$ cat config.mk
export PLATFORM = sky130hd
export DESIGN_NAME = uhlsc_top
export DESIGN_NICKNAME = d
export VERILOG_FILES = /design/src/logic/uhlsc_pkg.sv /design/src/logic/uhlsc_route_mem.sv /design/src/logic/uhlsc_top.sv
export SDC_FILE = /design/constraint.sdc
export NUM_CORES = 1
export LEC_CHECK = 0
export BUFFER_PORTS_ARGS = -buffer_cell sky130_fd_sc_hd__buf_2
export CORE_UTILIZATION = 30
export DETAILED_ROUTE_END_ITERATION = 10
export PLACE_DENSITY = 0.61
export SKIP_LAST_GASP = 1
export SYNTH_ARGS = -nofsm -noshare
export SYNTH_HDL_FRONTEND = slang
export SYNTH_SLANG_ARGS = --single-unit
export TNS_END_PERCENT = 50
$ cat constraint.sdc
create_clock -name ref_clk_i -period 11.6 [get_ports ref_clk_i]
set_clock_uncertainty 0.15 [all_clocks]
set_input_delay 2.32 -clock ref_clk_i [delete_from_list [all_inputs] [get_ports ref_clk_i]]
set_output_delay 2.32 -clock ref_clk_i [all_outputs]
set_load 0.01 [all_outputs]
$ cat src/logic/uhlsc_pkg.sv
// Package of offsets, field positions and reset values for the legacy SMI and capability block.
`default_nettype none
package uhlsc_pkg;
    // Configuration space placement of the legacy extended capability.
    localparam logic [7:0] UHLSC_EXT_CAP_PTR = 8'ha0;
    localparam logic [7:0] UHLSC_MIN_EXT_CAP_PTR = 8'h40;
    localparam logic [7:0] UHLSC_OWN_SUPPORT_OFS = 8'ha0;
    localparam logic [7:0] UHLSC_SMI_CTL_OFS = 8'ha4;
    localparam logic [7:0] UHLSC_PCI_CMD_OFS = 8'h04;
    localparam logic [7:0] UHLSC_BAR_OFS = 8'h10;
    // Memory offsets of the capability registers.
    localparam logic [7:0] UHLSC_CAPLEN_OFS = 8'h00;
    localparam logic [7:0] UHLSC_STRUCT_OFS = 8'h04;
    localparam logic [7:0] UHLSC_CAPPAR_OFS = 8'h08;
    localparam logic [7:0] UHLSC_ROUTE_LO_OFS = 8'h0c;
    localparam logic [7:0] UHLSC_ROUTE_HI_OFS = 8'h10;
    localparam int UHLSC_CAP_SPAN_BITS = 5;
    // Capability values.
    localparam logic [7:0] UHLSC_CAPLEN_VAL = 8'h20;
    localparam logic [15:0] UHLSC_VERSION_VAL = 16'h0100;
    localparam logic [3:0] UHLSC_PORT_COUNT = 4'ha;
    localparam logic UHLSC_PORT_POWER_SWITCH = 1'b0;
    localparam logic UHLSC_ROUTING_RULE = 1'b0;
    localparam logic [3:0] UHLSC_PORTS_PER_COMP = 4'h2;
    localparam logic [3:0] UHLSC_COMPANION_COUNT = 4'h5;
    localparam logic UHLSC_PORT_INDICATOR = 1'b0;
    localparam logic [3:0] UHLSC_DEBUG_PORT = 4'h1;
    localparam logic UHLSC_ADDR64 = 1'b0;
    localparam logic UHLSC_PROG_FRAME_LIST = 1'b1;
    localparam logic UHLSC_PARK_CAP = 1'b0;
    localparam logic [3:0] UHLSC_ISO_THRESHOLD = 4'h1;
    localparam logic [59:0] UHLSC_ROUTE_RESET = 60'h000000000000000;
    // Legacy control/status field positions.
    localparam int UHLSC_NUM_SHADOW = 6;
    localparam int UHLSC_EN_LSB = 0;
    localparam int UHLSC_OWN_EN_BIT = 13;
    localparam int UHLSC_CMD_EN_BIT = 14;
    localparam int UHLSC_BAR_EN_BIT = 15;
    localparam int UHLSC_SHADOW_LSB = 16;
    localparam int UHLSC_OWN_FLAG_BIT = 29;
    localparam int UHLSC_CMD_FLAG_BIT = 30;
    localparam int UHLSC_BAR_FLAG_BIT = 31;
    localparam int UHLSC_OS_OWNED_BIT = 24;
    localparam logic [31:0] UHLSC_SMI_CTL_RESET = 32'h00000000;
endpackage
`default_nettype wire

$ cat src/logic/uhlsc_route_mem.sv
// Route array store of fifteen nibbles, read out through a register.
`timescale 1ns/10ps
`default_nettype none
module uhlsc_route_mem
    import uhlsc_pkg::*;
#(
    parameter int ENTRIES = 15,
    parameter int ENTRY_BITS = 4
) (
    input wire logic ref_clk_i,
    input wire logic srst_i,
    input wire logic hi_word_i,
    output logic [31:0] rdata_o
);
    localparam int TOTAL = ENTRIES * ENTRY_BITS;

    initial begin
        if (TOTAL > 64 || TOTAL <= 32) begin
            $error("Route array must span between 33 and 64 bits.");
        end
    end

    logic [63:0] route_word;

    // The array stays at its reset image since the routing rule selects groups.
    always_ff @(posedge ref_clk_i) begin
        if (srst_i) begin
            route_word <= {4'h0, UHLSC_ROUTE_RESET};
        end
    end

    always_ff @(posedge ref_clk_i) begin
        if (srst_i) begin
            rdata_o <= 32'h00000000;
        end else begin
            rdata_o <= hi_word_i ? route_word[63:32] : route_word[31:0];
        end
    end
endmodule
`default_nettype wire

$ cat src/logic/uhlsc_top.sv
// Legacy SMI control/status and capability register block of a USB 2.0 host controller.
`timescale 1ns/10ps
`default_nettype none
// Overview of operation
// RL1: Each of enables 0..5 with its matching shadow flag raises SMI at once.
// RL2: Ownership enable bit 13 with ownership-change flag bit 29 raises SMI.
// RL3: Command-write enable bit 14 with command-write flag bit 30 raises SMI.
// RL4: Any BAR write sets flag 31; with enable 15 it raises SMI. The code ignores BAR writes with all byte enables off.
// RL5: Bits 16..21 mirror status flags, cleared only via the status register.
// RL6: Every toggle of the OS-owned semaphore sets flag bit 29. The code misses a toggle in the first cycle after reset.
// RL7: Any write to the PCI command register sets flag bit 30. The code ignores writes with all byte enables off.
// RL8: Software writes zeros to reserved bits 12:6 and 28:22.
// RL9: Capability registers answer at BAR base plus register offset.
// RL10: Capability length reads 20h, the offset to operational registers.
// RL11: Interface version reads 0100h in BCD.
// RL12: Port count field bits 3:0 reads Ah; only 1h..Fh valid.
// RL13: Bit 4 and bit 16 of structural parameters read zero.
// RL14: Routing rule bit 7 reads zero, companions take consecutive port groups.
// RL15: Ports per companion reads 2h, companion count reads 5h.
// RL16: Debug port field reads 1h and never exceeds the port count.
// RL17: Capability bit 0 reads zero, 32-bit pointers only.
// RL18: Capability bit 1 reads one; frame list stays 4K aligned.
// RL19: Capability bit 2 reads zero, no park mode.
// RL20: Isochronous threshold bits 7:4 read 1h.
// RL21: Extended capability pointer reads A0h, at least 40h.
// RL22: Route register holds fifteen 4-bit entries, meaningful only with rule one.
// RL23: Software toggles the OS-owned semaphore bit 24 to request ownership.
// RL24: SMI output is the OR of all enabled event pairs, a level.
module uhlsc_top
    import uhlsc_pkg::*;
#(
    parameter logic [3:0] PORT_COUNT = UHLSC_PORT_COUNT,
    parameter logic [3:0] DEBUG_PORT = UHLSC_DEBUG_PORT,
    parameter logic [7:0] EXT_CAP_PTR = UHLSC_EXT_CAP_PTR
) (
    input wire logic ref_clk_i,
    input wire logic srst_i,
    input wire logic cfg_wr_i,
    input wire logic cfg_rd_i,
    input wire logic [7:0] cfg_addr_i,
    input wire logic [3:0] cfg_be_i,
    input wire logic [31:0] cfg_wdata_i,
    output logic [31:0] cfg_rdata_o,
    output logic cfg_rvalid_o,
    input wire logic mem_rd_i,
    input wire logic [31:0] mem_addr_i,
    output logic [31:0] mem_rdata_o,
    output logic mem_rvalid_o,
    output logic mem_hit_o,
    input wire logic [31:0] bar_base_i,
    input wire logic os_owned_i,
    input wire logic [5:0] status_flags_i,
    output logic smi_o
);
    initial begin
        if (PORT_COUNT == 4'h0) begin
            $error("Port count must lie in 1h to Fh."); // RL12
        end
        if (DEBUG_PORT > PORT_COUNT) begin
            $error("Debug port exceeds port count."); // RL16
        end
        if (EXT_CAP_PTR < UHLSC_MIN_EXT_CAP_PTR) begin
            $error("Extended capability pointer below 40h."); // RL21
        end
    end

    logic [5:0] shadow_en;
    logic own_en;
    logic cmd_en;
    logic bar_en;
    logic own_flag;
    logic cmd_flag;
    logic bar_flag;
    logic os_owned_q;
    logic os_owned_seen;
    logic [31:0] ctl_word;
    logic ctl_wr;
    logic own_toggle;
    logic cmd_write;
    logic bar_write;
    logic [31:0] structural_word;
    logic [31:0] capability_word;
    logic [31:0] cap_offset;
    logic cap_hit;
    logic [31:0] next_mem_rdata;
    logic route_sel;
    logic route_rd;
    logic route_rd_q;
    logic [31:0] route_rdata;
    logic [31:0] next_cfg_rdata;

    assign ctl_wr = cfg_wr_i && (cfg_addr_i == UHLSC_SMI_CTL_OFS);
    assign cmd_write = cfg_wr_i && (cfg_addr_i == UHLSC_PCI_CMD_OFS) && (cfg_be_i != 4'h0);
    assign bar_write = cfg_wr_i && (cfg_addr_i == UHLSC_BAR_OFS) && (cfg_be_i != 4'h0);

    // The semaphore sits outside this block; a previous-value register spots each toggle except in the first cycle after reset.
    always_ff @(posedge ref_clk_i) begin
        if (srst_i) begin
            os_owned_q <= 1'b0;
            os_owned_seen <= 1'b0;
        end else begin
            os_owned_q <= os_owned_i;
            os_owned_seen <= 1'b1;
        end
    end

    assign own_toggle = os_owned_seen && (os_owned_q != os_owned_i); // RL6 RL23

    // Enable bits; reserved fields are not stored and read as zero.
    always_ff @(posedge ref_clk_i) begin
        if (srst_i) begin
            shadow_en <= UHLSC_SMI_CTL_RESET[5:0];
            own_en <= 1'b0;
            cmd_en <= 1'b0;
            bar_en <= 1'b0;
        end else if (ctl_wr) begin
            if (cfg_be_i[0]) begin
                shadow_en <= cfg_wdata_i[UHLSC_EN_LSB +: UHLSC_NUM_SHADOW]; // RL8
            end
            if (cfg_be_i[1]) begin
                own_en <= cfg_wdata_i[UHLSC_OWN_EN_BIT];
                cmd_en <= cfg_wdata_i[UHLSC_CMD_EN_BIT];
                bar_en <= cfg_wdata_i[UHLSC_BAR_EN_BIT];
            end
        end
    end

    // Sticky event flags: write one clears, but a new event in that cycle wins.
    always_ff @(posedge ref_clk_i) begin
        if (srst_i) begin
            own_flag <= 1'b0;
            cmd_flag <= 1'b0;
            bar_flag <= 1'b0;
        end else begin
            if (own_toggle) begin
                own_flag <= 1'b1; // RL6
            end else if (ctl_wr && cfg_be_i[3] && cfg_wdata_i[UHLSC_OWN_FLAG_BIT]) begin
                own_flag <= 1'b0;
            end
            if (cmd_write) begin
                cmd_flag <= 1'b1; // RL7
            end else if (ctl_wr && cfg_be_i[3] && cfg_wdata_i[UHLSC_CMD_FLAG_BIT]) begin
                cmd_flag <= 1'b0;
            end
            if (bar_write) begin
                bar_flag <= 1'b1; // RL4
            end else if (ctl_wr && cfg_be_i[3] && cfg_wdata_i[UHLSC_BAR_FLAG_BIT]) begin
                bar_flag <= 1'b0;
            end
        end
    end

    // Shadow flags are pure mirrors; this block offers no way to clear them.
    always_comb begin
        ctl_word = 32'h00000000;
        ctl_word[UHLSC_EN_LSB +: UHLSC_NUM_SHADOW] = shadow_en;
        ctl_word[UHLSC_OWN_EN_BIT] = own_en;
        ctl_word[UHLSC_CMD_EN_BIT] = cmd_en;
        ctl_word[UHLSC_BAR_EN_BIT] = bar_en;
        ctl_word[UHLSC_SHADOW_LSB +: UHLSC_NUM_SHADOW] = status_flags_i; // RL5
        ctl_word[UHLSC_OWN_FLAG_BIT] = own_flag;
        ctl_word[UHLSC_CMD_FLAG_BIT] = cmd_flag;
        ctl_word[UHLSC_BAR_FLAG_BIT] = bar_flag;
    end

    // Combinational so the request follows the pair within the same cycle.
    always_comb begin
        smi_o = |(shadow_en & status_flags_i); // RL1 RL24
        smi_o = smi_o | (own_en & own_flag); // RL2
        smi_o = smi_o | (cmd_en & cmd_flag); // RL3
        smi_o = smi_o | (bar_en & bar_flag); // RL4
    end

    // Configuration reads of the two legacy registers; other offsets belong elsewhere.
    always_comb begin
        next_cfg_rdata = 32'h00000000;
        if (cfg_addr_i == UHLSC_SMI_CTL_OFS) begin
            next_cfg_rdata = ctl_word;
        end else if (cfg_addr_i == UHLSC_OWN_SUPPORT_OFS) begin
            next_cfg_rdata = {7'h00, os_owned_i, 24'h000001};
        end
    end

    always_ff @(posedge ref_clk_i) begin
        if (srst_i) begin
            cfg_rdata_o <= 32'h00000000;
            cfg_rvalid_o <= 1'b0;
        end else begin
            cfg_rvalid_o <= cfg_rd_i;
            if (cfg_rd_i) begin
                cfg_rdata_o <= next_cfg_rdata;
            end
        end
    end

    // Capability words, all hard values.
    always_comb begin
        structural_word = 32'h00000000;
        structural_word[3:0] = PORT_COUNT; // RL12
        structural_word[4] = UHLSC_PORT_POWER_SWITCH; // RL13
        structural_word[7] = UHLSC_ROUTING_RULE; // RL14
        structural_word[11:8] = UHLSC_PORTS_PER_COMP; // RL15
        structural_word[15:12] = UHLSC_COMPANION_COUNT; // RL15
        structural_word[16] = UHLSC_PORT_INDICATOR; // RL13
        structural_word[23:20] = DEBUG_PORT; // RL16
        capability_word = 32'h00000000;
        capability_word[0] = UHLSC_ADDR64; // RL17
        capability_word[1] = UHLSC_PROG_FRAME_LIST; // RL18
        capability_word[2] = UHLSC_PARK_CAP; // RL19
        capability_word[7:4] = UHLSC_ISO_THRESHOLD; // RL20
        capability_word[15:8] = EXT_CAP_PTR; // RL21
    end

    assign cap_offset = mem_addr_i - bar_base_i; // RL9
    assign cap_hit = (mem_addr_i >= bar_base_i) && (cap_offset[31:UHLSC_CAP_SPAN_BITS] == 27'h0);
    assign route_sel = cap_offset[7:0] == UHLSC_ROUTE_HI_OFS;
    assign route_rd = mem_rd_i && cap_hit && (cap_offset[7:0] == UHLSC_ROUTE_LO_OFS || route_sel);
    assign mem_hit_o = mem_rd_i && cap_hit;

    always_comb begin
        next_mem_rdata = 32'h00000000;
        unique case ({cap_offset[7:2], 2'b00})
            UHLSC_CAPLEN_OFS: next_mem_rdata = {UHLSC_VERSION_VAL, 8'h00, UHLSC_CAPLEN_VAL}; // RL10 RL11
            UHLSC_STRUCT_OFS: next_mem_rdata = structural_word;
            UHLSC_CAPPAR_OFS: next_mem_rdata = capability_word;
            default: next_mem_rdata = 32'h00000000;
        endcase
    end

    uhlsc_route_mem #(
        .ENTRIES(15),
        .ENTRY_BITS(4)
    ) u_route (
        .ref_clk_i(ref_clk_i),
        .srst_i(srst_i),
        .hi_word_i(route_sel),
        .rdata_o(route_rdata)
    ); // RL22

    logic [31:0] mem_word_q;

    always_ff @(posedge ref_clk_i) begin
        if (srst_i) begin
            mem_word_q <= 32'h00000000;
            mem_rvalid_o <= 1'b0;
            route_rd_q <= 1'b0;
        end else begin
            mem_rvalid_o <= mem_rd_i && cap_hit;
            route_rd_q <= route_rd;
            if (mem_rd_i && cap_hit) begin
                mem_word_q <= next_mem_rdata;
            end
        end
    end

    assign mem_rdata_o = route_rd_q ? route_rdata : mem_word_q;
endmodule
`default_nettype wire

==> flow_summary.ini, run 1 <==
[clocking]
cts_hold_buf = 0
cts_buffer_depth = 2
htreeDepth = 2
post_cts_resized = 0
clk_latency_ns = 0.28
cts_made_buffers = 5
clock_sinks = 40
cts_tree = yes
postCtsSetupBuffers = 0
clk_pin_slew_ns = 0.05
root_buffer = clkbuf_16

[power_and_ir_drop]
combPwrFrac_pct = 35.9
internal_power_mw = 0.286
p_per_area_mw_per_mm2 = 89.2
seqPwrFrac_pct = 32.8
p_leak_nw = 2.36
irDropWorstVdd_mv = 0.0470
clkPwrFrac_pct = 31.4
p_sw_share_pct = 32.6
switchingPower_mw = 0.138

[finish]
antennaDiodeCount = 0
layout_common_cells = buf_2 (133), a21oi_1 (56), nor2_1 (45)
fin_cells = 819
fin_util_pct = 37.1
final_common_cell = buf_2
nNetsFinal = 799
layout-drive-gt1-share_pct = 24.9
area_growth_syn_to_layout_pct = 18.9

[grt]
overflow = 0
grt_start_max_net_pins = 39
grt_pass1_vias = 3526
grt_usage_pct = 14.6
antenna_found_initial = 0
grt_pass1_wl_um = 16700

[placement]
dpl.hpwl_um = 8410
pre_cts_ws_ns = 3.81
place_congestion = 0.868
portBuffers = 133
dp.cells = 811

[drt]
post_drt_wl_per_cell_um = 12.5
routed.top_layer = met4
met1_length_um = 5000
vias = 3912
viasPerCell = 4.78
drt_wl_total_um = 10300
first_pass_iters = 4
postRouteAntennaNets = 0
dr_wl_met3_um = 587
drc = 0
drtIter0Drc = 205
dr_wl_met2_um = 4550

[critical_path]
cpPeakStageDelay_ns = 0.40
worst_setup_path_start_kind = input port
path_cells = buf_2 > inv_1 > ha_1 > fa_1 > nand2b_1 > a21oi_1 > o21ai_2 > o21ai_2 > xor2_1 > a2111oi_2 > nand4_1 > nor4_4 > nand4_4 > inv_2 > buf_2
arrival_ns = 5.29
critPathKind = in -> out
slowest_stage = fa_1
end_kind = output pin
cp_max_fo = 7
cp.required_ns = 9.13

[synthesis]
synth.avg_cell_area_sq_um = 7.50
synth_seq_cells = 40
async_reset_ff_share_pct = 0
synth_top_area_cell = dfxtp_1
yosysWarnings = 0
synth_area_sq_mm = 0.00400
seq_area_frac_synth_pct = 20.0
yosysTopAreaCellShare_pct = 20.0
synth_cell_types = 65
ys.flop_type = dfxtp_1
synth_area_leaders = dfxtp_1 (20%), ha_1 (10%), buf_4 (7.9%)
synth_edf_count = 0
syn-instance-count = 533

[floorplanning]
io_pins = 188
initial_core_util_pct = 31.2
die-width_um = 117
die_h_um = 117
num_rows = 41
coreArea_sq_mm = 0.0128
die_area_sq_mm = 0.0138

[sta]
tightest_slew_ns = 0.723
post-route-worst-setup-slack_ns = 3.84
rsz0062_at_grt = no
finalMaxSlewViolations = 0
period_needed_ns = 7.76
setup_viol = 0
setup_tns_ns = 0
period_share_pct = 66.9
hold_ws_ns = 0.303
fmax_ghz = 0.129
slew_headroom_pct = 51.8
timing.final.hold_violations = 0

[status]
status = finished clean

[run]
cap_viol_max_count = 0

[worst_hold_path]
hp-class = reg -> reg
## state kept, by name (all words and copies together) (netlist names)
signal         cells
route_rd_q         1
os_owned_q         1
own_flag           1
shadow_en          6
cfg_rdata_o       19
bar_flag           1
cmd_flag           1
mem_word_q         4
mem_rvalid_o       1
own_en             1
cfg_rvalid_o       1
os_owned_seen      1
bar_en             1
cmd_en             1
## layout make-up
type	count	area, sq um
tap	172	215
inverter	41	154
fill	1411	8070
sequential	40	801
clock buffer	8	146
multi-input combinational	425	2770
timing repair buffer	133	666
## kinds of logic after synthesis
logic type | count (synthesis) | synth area share (%)
muxes | 13 | 3.29
buffers and inverters | 101 | 13.7
other | 1 | 0.0939
DFF | 40 | 20.0
AOI/OAI and AO/OA | 142 | 23.4
xor gates and xnor gates | 24 | 5.26
and+or+nand+nor | 179 | 23.7
adders and majority gates | 33 | 10.5
## routing by layer
| metal | up-vias | global-route usage [%] |
|---|---|---|
| met5 | - | 0 |
| met4 | 0 | 3.33 |
| met3 | 12 | 1.85 |
| met2 | 132 | 23.4 |
| met1 | 1741 | 20.5 |
| li1 | 2027 | - |
## worst paths after layout
kind / start / to / slack, ns / cells after the start
setup / recovery: mem_addr_i[0] / mem_hit_o / 3.84 / 15
setup reg to reg: cfg_rdata_o[30] / cfg_rdata_o[30] / 10.68 / 3
hold reg to reg: mem_word_q[20] / mem_word_q[20] / 0.30 / 2
hold / removal: mem_word_q[20] / mem_word_q[20] / 0.30 / 2
## power groups by stage
stage / sequential (mW) / combinational [mW] / clock [mW]
global placement: 0.142 / 0.150 / 0
detailed placement: 0.142 / 0.151 / 0
CTS: 0.139 / 0.151 / 0.137
global route: 0.139 / 0.169 / 0.144
finish: 0.139 / 0.152 / 0.133
floorplan: 0.142 / 0.118 / 0
## synth_stat cells, types with 4 or more instances
cell	instances
nand2b_1	8
nand4_1	7
dfxtp_1	40
xnor2_1	14
xor2_1	10
nor2_1	45
or3_1	4
a21oi_1	56
a31oi_1	4
o211ai_1	8
nand2_1	39
clkbuf_1	14
nor3_1	9
ha_1	32
nor2b_1	25
buf_4	42
o21a_1	7
nand3_1	15
inv_1	40
o21ai_0	13
o21ai_2	4
a21o_1	11
mux2i_1	12
o21ai_1	5
and3_1	7
a21oi_2	5
## stage by stage
step | total power, mW | area (sq um)
after floorplan | 0.260 | 4120
after global placement | 0.292 | 4610
after CTS | 0.427 | 4750
final | 0.424 | 4750
after global routing | 0.452 | 4750
after detailed placement | 0.292 | 4610
## worst max-delay path, delay by kind of cell
| family | cells | cell delay [ns] |
|---|---|---|
| AO/OA/AOI/OAI | 4 | 1.05 |
| AND/OR/NAND/NOR | 4 | 0.85 |
| adder cells (fa/ha/maj) | 2 | 0.63 |
| buffers and inverters | 4 | 0.31 |
| XOR/XNOR | 1 | 0.12 |
Power figures use the tool's default switching activity.
==> run 2: changes to the inputs <==
==> constraint.sdc (replaced) <==
create_clock -name ref_clk_i -period 7.37 [get_ports ref_clk_i]
set_clock_uncertainty 0.15 [all_clocks]
set_input_delay 1.474 -clock ref_clk_i [delete_from_list [all_inputs] [get_ports ref_clk_i]]
set_output_delay 1.474 -clock ref_clk_i [all_outputs]
set_load 0.01 [all_outputs]
==> run 2 against run 1 <==
  * Critical path depth did not move
  * Clock-buffer cell count did not move
  * Cell count unchanged
  * Worst hold slack better by 0.0061 ns
  * Combinational power increased by 57%
  * Utilization stayed put
  * Non-clock buffer count unchanged
  * Critical endpoint unchanged
  * Largest power group unchanged
==> flow_summary.ini, run 2 (same netlist as run 1, synthesis figures left out) <==
[status]
status = finished clean

[grt]
grt_usage_pct = 14.7
grt_pass1_vias = 3494
antenna_found_initial = 0
overflow = 0
grt_start_max_net_pins = 39
grt_pass1_wl_um = 16900

[placement]
place_congestion = 0.870
dp.cells = 811
portBuffers = 133
dpl_cell_area_sq_mm = 0.00461
dpl.hpwl_um = 8340

[sta]
fmax_ghz = 0.164
finalMaxSlewViolations = 0
rsz0062_at_grt = no
tightest_slew_ns = 0.713
setup_viol = 0
slew_headroom_pct = 52.5
setup_tns_ns = 0
period_needed_ns = 6.12
period_share_pct = 83.0
timing.final.hold_violations = 0

[floorplanning]
initial_core_util_pct = 31.2
die-width_um = 117
num_rows = 41
coreArea_sq_mm = 0.0128
io_pins = 188
die_area_sq_mm = 0.0138
die_h_um = 117

[drt]
post_drt_wl_per_cell_um = 12.4
drtIter0Drc = 220
drt_wl_total_um = 10100
postRouteAntennaNets = 0
vias = 3918
first_pass_iters = 4
drc = 0
viasPerCell = 4.78

[clocking]
clk_pin_slew_ns = 0.05
clk_latency_ns = 0.27
cts_tree = yes
root_buffer = clkbuf_16
post_cts_resized = 0
cts_hold_buf = 0
cts_made_buffers = 5
htreeDepth = 2
cts_buffer_depth = 2
postCtsSetupBuffers = 0
clock_sinks = 40

[critical_path]
cp.required_ns = 5.75
cp_max_fo = 7
end_kind = output pin
arrival_ns = 4.49
critPathKind = in -> out
worst_setup_path_start_kind = input port

[finish]
multi_input_area_sq_mm = 0.00277
area_growth_syn_to_layout_pct = 18.9
n_fill_cell = 1399
stdcell_area_sq_mm = 0.00475
final_common_cell = buf_2
layout-drive-gt1-share_pct = 24.9
top_regs = cfg_rdata_o x19, shadow_en x6, mem_word_q x4
seq_area_sq_um = 801
fin_cells = 819
antennaDiodeCount = 0
largest_reg_flops = 19
largest_register = cfg_rdata_o
layout_common_cells = buf_2 (133), a21oi_1 (56), nor2_1 (45)
nNetsFinal = 799

[power_and_ir_drop]
irDropWorstVdd_mv = 0.0826
p_per_area_mw_per_mm2 = 140
p_leak_nw = 2.36

[worst_hold_path]
hp-class = reg -> reg

[run]
cap_viol_max_count = 0
[run 2: cell counts in the layout (fill, tap and decap cells not counted)]
Identical to the previous run, type by type.
[run 2: path summary, 6_finish.rpt]
path                                   endpoint  depth (start not counted)  slack [ns]       startpoint
worst max-delay path                  mem_hit_o                         15        1.25    mem_addr_i[0]
worst min-delay path              mem_word_q[1]                          2        0.31    mem_word_q[1]
worst max register to register  cfg_rdata_o[31]                          3        6.47  cfg_rdata_o[31]
worst min register to register    mem_word_q[1]                          2        0.31    mem_word_q[1]
[run 2: through the flow]
stage	power [mW]	hold WS, ns	util (%)	worst slack, ns
2_1_floorplan	0.409	0.283	-	1.92
3_3_place_gp	0.460	0.300	35.9	1.29
3_5_place_dp	0.460	0.306	35.9	1.28
4_1_cts	0.673	0.315	37.1	1.28
5_1_grt	0.713	0.351	37.1	1.06
6_report	0.667	0.309	37.1	1.25
[run 2: layout make-up]
cell class,instances,share of cell area (%)
inverter,41,3.24
tap,172,4.53
sequential,40,16.9
multi-input combinational,425,58.3
clock buffer,8,3.08
timing repair buffer,133,14.0
[run 2: where the power goes]
| part | switching [mW] | leakage (nW) | internal [mW] |
|---|---|---|---|
| clock network | 0.0751 | 0.0712 | 0.135 |
| registers | 0.000762 | 0.323 | 0.218 |
| logic | 0.142 | 1.97 | 0.0974 |
| total | 0.217 | 2.36 | 0.450 |
[run 2: metal layers]
| layer | routed length, um | GRT usage, % | vias up |
|---|---|---|---|
| li1 | - | - | 2023 |
| met1 | 4930 | 20.7 | 1752 |
| met2 | 4570 | 23.9 | 132 |
| met3 | 545 | 1.85 | 11 |
| met4 | 104 | 2.84 | 0 |
| met5 | 0 | 0 | - |
[run 2: critical path, cell delays in order]
cell	delay, ns
buf_2	0.08
inv_1	0.03
ha_1	0.24
fa_1	0.41
nand2b_1	0.18
a21oi_1	0.24
o21ai_2	0.14
o211ai_1	0.36
a31oi_1	0.16
xnor2_1	0.15
a211oi_1	0.31
o2111a_1	0.29
nand4_4	0.22
inv_2	0.09
buf_2	0.12
